==> src/npe_pkg.sv <==
// Constants shared by the NAND page check status block and its result store.
// Assumes a 32-bit register slave and an external parity engine upstream.
package npe_pkg;
	// Register byte offsets
	localparam logic [7:0] OFS_CTRL = 8'h00;
	localparam logic [7:0] OFS_MODE = 8'h04;
	localparam logic [7:0] OFS_STAT = 8'h08;
	localparam logic [7:0] OFS_PR0 = 8'h0C;
	localparam logic [7:0] OFS_PR1 = 8'h10;
	localparam logic [7:0] OFS_PR2 = 8'h18;
	localparam logic [7:0] OFS_PR7 = 8'h2C;
	localparam logic [7:0] OFS_IRQ_STAT = 8'h50;
	localparam logic [7:0] OFS_IRQ_MASK = 8'h54;
	// Field positions
	localparam int CTRL_RST_BIT = 0;
	localparam int MODE_PAGE_LSB = 0;
	localparam int MODE_GRAN_LSB = 4;
	localparam int FLAG_REC = 0;
	localparam int FLAG_CODE = 1;
	localparam int FLAG_MULTI = 2;
	localparam int PR_BIT_LSB = 0;
	localparam int PR_WORD_LSB = 4;
	// Reset values
	localparam logic [31:0] MODE_RST = 32'h0000_0000;
	localparam logic [31:0] STAT_RST = 32'h0000_0000;
	localparam logic [3:0] IRQ_RST = 4'h0;
	// Interrupt event bits
	localparam int EV_SINGLE = 0;
	localparam int EV_CODE = 1;
	localparam int EV_MULTI = 2;
	localparam int EV_DONE = 3;
	// Sizes
	localparam int SECTORS = 8;
	localparam int WORD_W = 13;
	localparam logic [13:0] PAGE_BYTES_MIN = 14'h0200;
	// Correction granularity codes
	localparam logic [1:0] GRAN_PAGE = 2'h0;
	localparam logic [1:0] GRAN_256 = 2'h1;
	localparam logic [1:0] GRAN_512 = 2'h2;
	// Kinds of check outcome reported by the parity engine
	typedef enum logic [1:0] {KIND_NONE, KIND_SINGLE, KIND_CODE, KIND_MULTI} npe_kind_e;
	// Bus answer sequence
	typedef enum logic [1:0] {BUS_IDLE, BUS_FETCH, BUS_ANSWER} npe_bus_e;
endpackage

==> src/npe_status.sv <==
// Mode and sector status registers of a NAND page error-checking unit.
// Assumes the parity engine reports one outcome per sector after its last word and code.
//
// Contract
// Two-bit selector picks page length
// Page word is 8 or 16 bits
// Granularity 00 covers the whole page
// Granularity 01 checks each 256-byte sector
// Granularity 10 checks each 512-byte sector
// Status nibble per sector, bit 3 reserved
// Recoverable flag set on any detected error; code sets it for single and multiple errors, not code-byte errors
// Multiple flag only on more than one error
// Code-byte flag for error in stored code
// Sector 0 code error mask placement
// Sector n code error mask placement
// Sectors 1-7 flags zero in whole-page mode
// Sector n maps to its byte range
// Clear results on command or software reset
// Control bit 0 one clears, zero ignored
// Report word offset and bit position
// Flags change only after whole sector
`timescale 1ns/100ps
module npe_status
	import npe_pkg::*;
(
	input wire logic core_clk,
	input wire logic rst_n,
	input wire logic [7:0] avs_address,
	input wire logic avs_read,
	input wire logic avs_write,
	input wire logic [31:0] avs_writedata,
	input wire logic [3:0] avs_byteenable,
	output logic [31:0] avs_readdata,
	output logic avs_waitrequest,
	input wire logic bus_wide16,
	input wire logic nand_cmd_seen,
	input wire logic chk_done,
	input wire npe_kind_e chk_kind,
	input wire logic [WORD_W-1:0] chk_last_word,
	input wire logic [WORD_W-1:0] chk_err_word,
	input wire logic [3:0] chk_err_bit,
	input wire logic [31:0] chk_code_mask,
	output logic parity_clear,
	output logic irq
);
	// Bus sequencing
	npe_bus_e bus_state_r;
	npe_bus_e bus_state_nxt;
	logic waitreq_r;
	logic [31:0] rdata_r;
	logic [31:0] rdata_nxt;
	// Software registers and block state
	logic [31:0] mode_r;
	logic [31:0] stat_r;
	logic [31:0] stat_nxt;
	logic [SECTORS-1:0] pr_valid_r;
	logic [SECTORS-1:0] pr_valid_nxt;
	logic [3:0] irq_stat_r;
	logic [3:0] irq_stat_nxt;
	logic [3:0] irq_mask_r;
	logic irq_r;
	logic par_clr_r;

	// Byte lanes into a bit mask
	function automatic logic [31:0] lane_mask(input logic [3:0] be);
		lane_mask = {{8{be[3]}}, {8{be[2]}}, {8{be[1]}}, {8{be[0]}}};
	endfunction

	// Parity result slot for a register offset, used by bus decode
	function automatic logic [2:0] pr_slot(input logic [7:0] ofs);
		logic [7:0] d;
		d = 8'h00;
		if (ofs == OFS_PR0) begin
			pr_slot = 3'h0;
		end else if (ofs == OFS_PR1) begin
			pr_slot = 3'h1;
		end else begin
			d = ofs - OFS_PR2;
			pr_slot = 3'(d[7:2] + 6'h02);
		end
	endfunction

	// Mode fields
	wire [1:0] page_length_sel = mode_r[MODE_PAGE_LSB +: 2];
	wire [1:0] correction_granularity = mode_r[MODE_GRAN_LSB +: 2];
	wire whole_page = (correction_granularity != GRAN_256) &&
		(correction_granularity != GRAN_512);

	// Data bytes in the page: 512, 1024, 2048 or 4096 by selector
	wire [13:0] page_bytes = PAGE_BYTES_MIN << page_length_sel;

	// Byte address of the sector's last word, doubled plus one for 16-bit parts
	wire [13:0] last_byte = bus_wide16 ? {chk_last_word, 1'b1} :
		{1'b0, chk_last_word};

	// Sector number from byte address by granularity
	wire [4:0] sect_wide = (correction_granularity == GRAN_256) ? 5'(last_byte >> 8) :
		(correction_granularity == GRAN_512) ? 5'(last_byte >> 9) : 5'h00;
	wire [2:0] sect = sect_wide[2:0];
	wire sect_ok = (sect_wide < 5'd8) && (last_byte < page_bytes) &&
		(whole_page ? (sect_wide == 5'h00) : 1'b1);

	// Outcome decode
	wire is_single = chk_kind == KIND_SINGLE;
	wire is_code = chk_kind == KIND_CODE;
	wire is_multi = chk_kind == KIND_MULTI;
	wire take = chk_done && sect_ok;

	// Nibble for this outcome; bit 3 always zero
	wire [3:0] nib = {1'b0, is_multi, is_code, is_single | is_multi};

	// Result word for the sector: position of a single or multiple error, or code-byte mask
	wire [31:0] pr_word = is_code ? {8'h00, chk_code_mask[23:0]} :
		{15'h0000, chk_err_word, chk_err_bit};
	wire [31:0] pr0_code_page = {16'h0000, chk_code_mask[15:0]};
	wire [31:0] pr1_code_page = {16'h0000, chk_code_mask[31:16]};
	wire page_code = take && is_code && whole_page;

	// Memory write selection; the whole-page code error spans two words
	logic pr1_pend_r;
	logic [31:0] pr1_hold_r;
	wire mem_wr = (take && (chk_kind != KIND_NONE)) || pr1_pend_r;
	wire [2:0] mem_waddr = pr1_pend_r ? 3'h1 : sect;
	wire [31:0] mem_wdata = pr1_pend_r ? pr1_hold_r :
		(page_code ? pr0_code_page : pr_word);

	// Bus decode
	wire req = avs_read || avs_write;
	wire hit_ctrl = avs_address == OFS_CTRL;
	wire hit_mode = avs_address == OFS_MODE;
	wire hit_stat = avs_address == OFS_STAT;
	wire hit_pr = (avs_address == OFS_PR0) || (avs_address == OFS_PR1) ||
		((avs_address >= OFS_PR2) && (avs_address <= OFS_PR7) &&
		(avs_address[1:0] == 2'b00));
	wire hit_istat = avs_address == OFS_IRQ_STAT;
	wire hit_imask = avs_address == OFS_IRQ_MASK;
	wire [2:0] rd_slot = pr_slot(avs_address);
	wire [31:0] wmask = lane_mask(avs_byteenable);
	wire wr_now = (bus_state_r == BUS_ANSWER) && avs_write;

	// Clearing sources: new memory command or software reset
	wire sw_clr = wr_now && hit_ctrl && avs_byteenable[0] &&
		avs_writedata[CTRL_RST_BIT];
	wire clr = sw_clr || nand_cmd_seen;

	// Result store
	logic [31:0] mem_rdata;
	npe_pr_mem u_mem (
		.core_clk(core_clk),
		.wr_en(mem_wr),
		.wr_addr(mem_waddr),
		.wr_data(mem_wdata),
		.rd_addr(rd_slot),
		.rd_data_r(mem_rdata)
	);

	// Status next value: clear first, a same-cycle result still lands
	always_comb begin
		stat_nxt = clr ? STAT_RST : stat_r;
		if (take) begin
			stat_nxt[sect*4 +: 4] = nib;
		end
	end

	// Valid bits for parity words; set wins over clear
	always_comb begin
		pr_valid_nxt = clr ? '0 : pr_valid_r;
		if (take && (chk_kind != KIND_NONE)) begin
			pr_valid_nxt[sect] = 1'b1;
		end
		if (page_code) begin
			pr_valid_nxt[1] = 1'b1;
		end
	end

	// Sticky interrupt events, write one clears, new event wins
	always_comb begin
		irq_stat_nxt = irq_stat_r;
		if (wr_now && hit_istat && avs_byteenable[0]) begin
			irq_stat_nxt = irq_stat_r & ~avs_writedata[3:0];
		end
		irq_stat_nxt[EV_SINGLE] = irq_stat_nxt[EV_SINGLE] | (take && is_single);
		irq_stat_nxt[EV_CODE] = irq_stat_nxt[EV_CODE] | (take && is_code);
		irq_stat_nxt[EV_MULTI] = irq_stat_nxt[EV_MULTI] | (take && is_multi);
		irq_stat_nxt[EV_DONE] = irq_stat_nxt[EV_DONE] | take;
	end

	// Read data selection; sectors 1-7 masked in whole-page mode
	always_comb begin
		rdata_nxt = 32'h0000_0000;
		if (hit_mode) begin
			rdata_nxt = mode_r;
		end else if (hit_stat) begin
			rdata_nxt = whole_page ? {28'h000_0000, stat_r[3:0]} : stat_r;
		end else if (hit_pr) begin
			rdata_nxt = pr_valid_r[rd_slot] ? mem_rdata : 32'h0000_0000;
		end else if (hit_istat) begin
			rdata_nxt = {28'h000_0000, irq_stat_r};
		end else if (hit_imask) begin
			rdata_nxt = {28'h000_0000, irq_mask_r};
		end
	end

	// Bus sequence: take, fetch from store, answer for one cycle
	always_comb begin
		bus_state_nxt = bus_state_r;
		unique case (bus_state_r)
			BUS_IDLE: begin
				if (req) begin
					bus_state_nxt = BUS_FETCH;
				end
			end
			BUS_FETCH: begin
				bus_state_nxt = BUS_ANSWER;
			end
			BUS_ANSWER: begin
				bus_state_nxt = BUS_IDLE;
			end
			default: begin
				bus_state_nxt = BUS_IDLE;
			end
		endcase
	end

	// Bus state and answer registers
	always_ff @(posedge core_clk or negedge rst_n) begin
		if (!rst_n) begin
			bus_state_r <= BUS_IDLE;
			waitreq_r <= 1'b1;
			rdata_r <= 32'h0000_0000;
		end else begin
			bus_state_r <= bus_state_nxt;
			waitreq_r <= bus_state_nxt != BUS_ANSWER;
			if (bus_state_r == BUS_FETCH) begin
				rdata_r <= avs_read ? rdata_nxt : 32'h0000_0000;
			end
		end
	end

	// Mode register, byte-lane masked
	always_ff @(posedge core_clk or negedge rst_n) begin
		if (!rst_n) begin
			mode_r <= MODE_RST;
		end else if (wr_now && hit_mode) begin
			mode_r <= (mode_r & ~wmask) | (avs_writedata & wmask & 32'h0000_0033);
		end
	end

	// Interrupt mask register
	always_ff @(posedge core_clk or negedge rst_n) begin
		if (!rst_n) begin
			irq_mask_r <= IRQ_RST;
		end else if (wr_now && hit_imask && avs_byteenable[0]) begin
			irq_mask_r <= avs_writedata[3:0];
		end
	end

	// Status, valid bits, interrupt state
	always_ff @(posedge core_clk or negedge rst_n) begin
		if (!rst_n) begin
			stat_r <= STAT_RST;
			pr_valid_r <= '0;
			irq_stat_r <= IRQ_RST;
			irq_r <= 1'b0;
		end else begin
			stat_r <= stat_nxt;
			pr_valid_r <= pr_valid_nxt;
			irq_stat_r <= irq_stat_nxt;
			irq_r <= |(irq_stat_nxt & irq_mask_r);
		end
	end

	// Second half of a whole-page code mask goes to word 1 next cycle
	always_ff @(posedge core_clk or negedge rst_n) begin
		if (!rst_n) begin
			pr1_pend_r <= 1'b0;
			pr1_hold_r <= 32'h0000_0000;
		end else begin
			pr1_pend_r <= page_code;
			if (page_code) begin
				pr1_hold_r <= pr1_code_page;
			end
		end
	end

	// Parity reset pulse toward the parity engine
	always_ff @(posedge core_clk or negedge rst_n) begin
		if (!rst_n) begin
			par_clr_r <= 1'b0;
		end else begin
			par_clr_r <= clr;
		end
	end

	assign avs_readdata = rdata_r;
	assign avs_waitrequest = waitreq_r;
	assign parity_clear = par_clr_r;
	assign irq = irq_r;
endmodule

==> src/npe_pr_mem.sv <==
// Eight-word store for the per-sector parity result words.
// Assumes one writer and one reader in the same clock; read data is registered.
`timescale 1ns/100ps
module npe_pr_mem
	import npe_pkg::*;
(
	input wire logic core_clk,
	input wire logic wr_en,
	input wire logic [2:0] wr_addr,
	input wire logic [31:0] wr_data,
	input wire logic [2:0] rd_addr,
	output logic [31:0] rd_data_r
);
	// Storage array, contents are qualified by valid bits in the parent
	logic [31:0] mem [SECTORS];

	// Write port
	always_ff @(posedge core_clk) begin
		if (wr_en) begin
			mem[wr_addr] <= wr_data;
		end
	end

	// Registered read port
	always_ff @(posedge core_clk) begin
		rd_data_r <= mem[rd_addr];
	end
endmodule

==> config.mk <==
export PLATFORM = sky130hd
export DESIGN_NAME = npe_status
export DESIGN_NICKNAME = d
export VERILOG_FILES = /design/src/npe_pkg.sv /design/src/npe_status.sv /design/src/npe_pr_mem.sv
export SDC_FILE = /design/constraint.sdc
export NUM_CORES = 1
export LEC_CHECK = 0
export ABC_CLOCK_PERIOD_IN_PS = 5700
export BUFFER_PORTS_ARGS = -buffer_cell sky130_fd_sc_hd__buf_2
export CAP_MARGIN = 5
export CORE_MARGIN = 2
export CORE_UTILIZATION = 45
export DETAILED_ROUTE_END_ITERATION = 8
export PLACE_DENSITY_LB_ADDON = 0.3
export SLEW_MARGIN = 20
export SYNTH_ARGS = -nofsm -noshare
export SYNTH_HDL_FRONTEND = slang
export SYNTH_HIERARCHICAL = 1
export SYNTH_SLANG_ARGS = --single-unit
==> constraint.sdc <==
create_clock -name core_clk -period 5.7 [get_ports core_clk]
set_input_delay 0.855 -clock core_clk [delete_from_list [all_inputs] [get_ports core_clk]]
set_output_delay 0.855 -clock core_clk [all_outputs]
set_load 0.05 [all_outputs]
==> out/results.ini <==
[yosys]
synth_xor_area_share_pct=0
yosysWarnings=6
yosys_register_bits=422
synth_area_um2=17560
async_reset_ff_share_pct=31.75
synth.mux.area_fraction_pct=15.89
synth_edf_count=256
yosys.cell_count.top_type=edfxtp_1
avgSynthCellArea_um2=15.96
yosys.area.top_type=edfxtp_1
ys_types=63
yosys-top-cells-count=edfxtp_1, dfrtp_1, nand2_1
ys_seq_area_share_pct=66.53
synth-simple-area-share_pct=7.289
synthTopCellsByArea=edfxtp_1, dfrtp_1, mux4_1
synth_top_family_by_area=multiplexers
synth_top_area_share_pct=43.78
synth-compound-area-share_pct=7.239
synthCells=1100
synth_fa_ha_area_share_pct=0.7838
synth_flop_cell=edfxtp_1

[clock_tree]
h-tree-depth=2
post_cts_buffers=0
cts_tree=built
cts_resized=0
clkTransAtPathRegs_ps=60
clkSinkCount=422
cts_buffer_depth=3
hold_buffers=0
clk_latency_ps=540
cts_made_buffers=44
root_buffer=clkbuf_16

[routing]
first_pass_iters=5
wire_per_inst_um=21.77
num_vias=10250
ant_nets=0
drtIter0Drc=826
wl_mm=40.01
drc_errors=0
avgViaCountPerCell=5.577

[sta]
hold_slack_ps=327.9
max_slew.worst_pin.slew_ps=1032
hold_viol=0
fmax_ghz=0.2200
fin_tns_setup_ps=0
finalCritPeriodShare_pct=79.73
fin_worst_skew_ps=14.43
relSlewSlack_pct=30.47
setup_viol=0
grt_setup_unrepaired=false
slew_violations=0
fin_crit_ps=4545
timing.final.ws_setup_ps=1155

[floorplan]
coreArea_um2=38560
rows=72
start_util_pct=45.54
ios=150
die_w_um=201.5
die_h_um=201.5
die_area_um2=40620

[power_and_ir_drop]
p_total_uw=6492
p_leak_uw=0.008004
p_per_area_nw_per_um2=318.6
pwr-share-comb_pct=7.3
p_int_uw=5013
seq_power_share_pct=52.1
p_clk_share_pct=40.7
ir_drop_v=0.0002004
switchingPower_uw=1479
swShare_pct=22.78

[grt]
antenna_found_initial=2
track_usage_pct=19.86
grt_max_degree=77
grt_pass1_vias=10350
grt_remaining_overflow=0
grt_pass1_wl_mm=61.88

[finish]
drive_gt1_share_pct=23.71
nNetsFinal=1411
fillers=3170
area_growth_pct=16.05
n_antenna_cell=0

[critical_path]
cp_data_arrival_time_ps=4780
cpPeakStageDelay_ps=710
cp_slowest_cell=nor3_1
cp_cell_sequence=inv_1, ha_1, nor2b_1, a221oi_1, or2_2, ha_1, a21boi_0, nor3_1, or2_2, nand2_1, nor2_4, buf_12
crit_fanout=21
criticalPathCategory=register to register
worstPathRequired_ps=5940
startpoint_type=register
endpoint_kind=register

[placement]
io_buffers=116
dp_hpwl_mm=24.78
gp_congestion=0.8189
dpl_worst_slack_ps=1011

[job]
cap_violations=0

[min_path]
hold_path.class=input port to async pin

[outcome]
run_status=finished, final reports clean

==> per-stage QoR <==
stage	area, µm²	util [%]	std cells
2_1_floorplan	17800	-	1163
3_3_place_gp	19030	49.35	1756
3_5_place_dp	19030	49.35	1756
4_1_cts	20350	52.78	1837
5_1_grt	20380	52.85	1838
6_report	20380	52.85	1838
==> worst max-delay path, delay by kind of cell, from the launching register on <==
kind                     cells  cell delay [ps]
AND/OR/NAND/NOR              6             2150
AO/OA/AOI/OAI                2              770
adder cells (fa/ha/maj)      2              530
flip-flops                   1              430
buffers and inverters        2              350
==> state kept, by name (all words and copies together) (netlist names), named ones only <==
name / count
pr_valid_r: 8
pr1_pend_r: 1
avs_waitrequest: 1
irq_mask_r: 4
mode_r: 28
parity_clear: 1
stat_r: 32
u_mem/rd_data_r: 32
avs_readdata: 32
u_mem/mem: 256
irq_stat_r: 4
irq: 1
bus_state_r: 2
pr1_hold_r: 16
==> layout make-up <==
type	count	area, µm²	share of cell area, %
repair buffers	140	824.5	4.046
clock buffers	56	1166	5.722
well taps	518	648.1	3.180
multi-input cells	664	5851	28.71
flip-flops and latches	422	11680	57.33
inverters	13	48.80	0.2395
clock inverters	25	157.7	0.7736
==> logic make-up (layout without fill, tap and decap cells) <==
family / after synthesis / in the layout
other: 1 / 64
muxes: 172 / 172
DFF: 422 / 422
and+or+nand+nor: 233 / 233
AOI/OAI and AO/OA: 184 / 184
buffers and inverters: 77 / 234
adders and majority gates: 11 / 11
==> placed cells by master, fill, tap and decap left out, drive strengths merged, types with 44 or more instances in the layout <==
cell,count
a21oi,58
and2,48
buf,140
clkbuf,56
conb,64
dfrtp,133
edfxtp,256
mux2,64
mux2i,44
mux4,64
nand2,73
==> routing by layer <==
layer  part of all wire, %  wire length [µm]  GRT usage (%)
met1                    45             18140          29.13
met3                   5.9              2378          2.867
met4                   1.7               687          4.517
met5                     0                 0              0
met2                    47             18810          31.66
==> power groups by stage <==
stage | sequential, µW | combinational [µW] | clock (µW)
global route | 3390 | 517 | 2820
detailed placement | 3440 | 472 | 0
global placement | 3440 | 463 | 0
floorplan | 3440 | 292 | 0
finish | 3380 | 472 | 2640
CTS | 3380 | 474 | 2700
==> final timing paths <==
check                                              end  cells after the start  slack [ps]              startpoint
min in group core_clk           mode_r[16]$_DFFE_PN0P_                      1         490  mode_r[16]$_DFFE_PN0P_
max in group asynchronous  avs_readdata[6]$_DFFE_PN0P_                      2        4060                   rst_n
hold reg to reg                 mode_r[16]$_DFFE_PN0P_                      1         490  mode_r[16]$_DFFE_PN0P_
hold / removal               pr1_hold_r[5]$_DFFE_PN0P_                      1         330                   rst_n
setup reg to reg            u_mem/mem[7][14]$_DFFE_PP_                     12        1160                register
setup / recovery            u_mem/mem[7][14]$_DFFE_PP_                     12        1160                register
No activity file was read; power rests on OpenSTA's default activity.
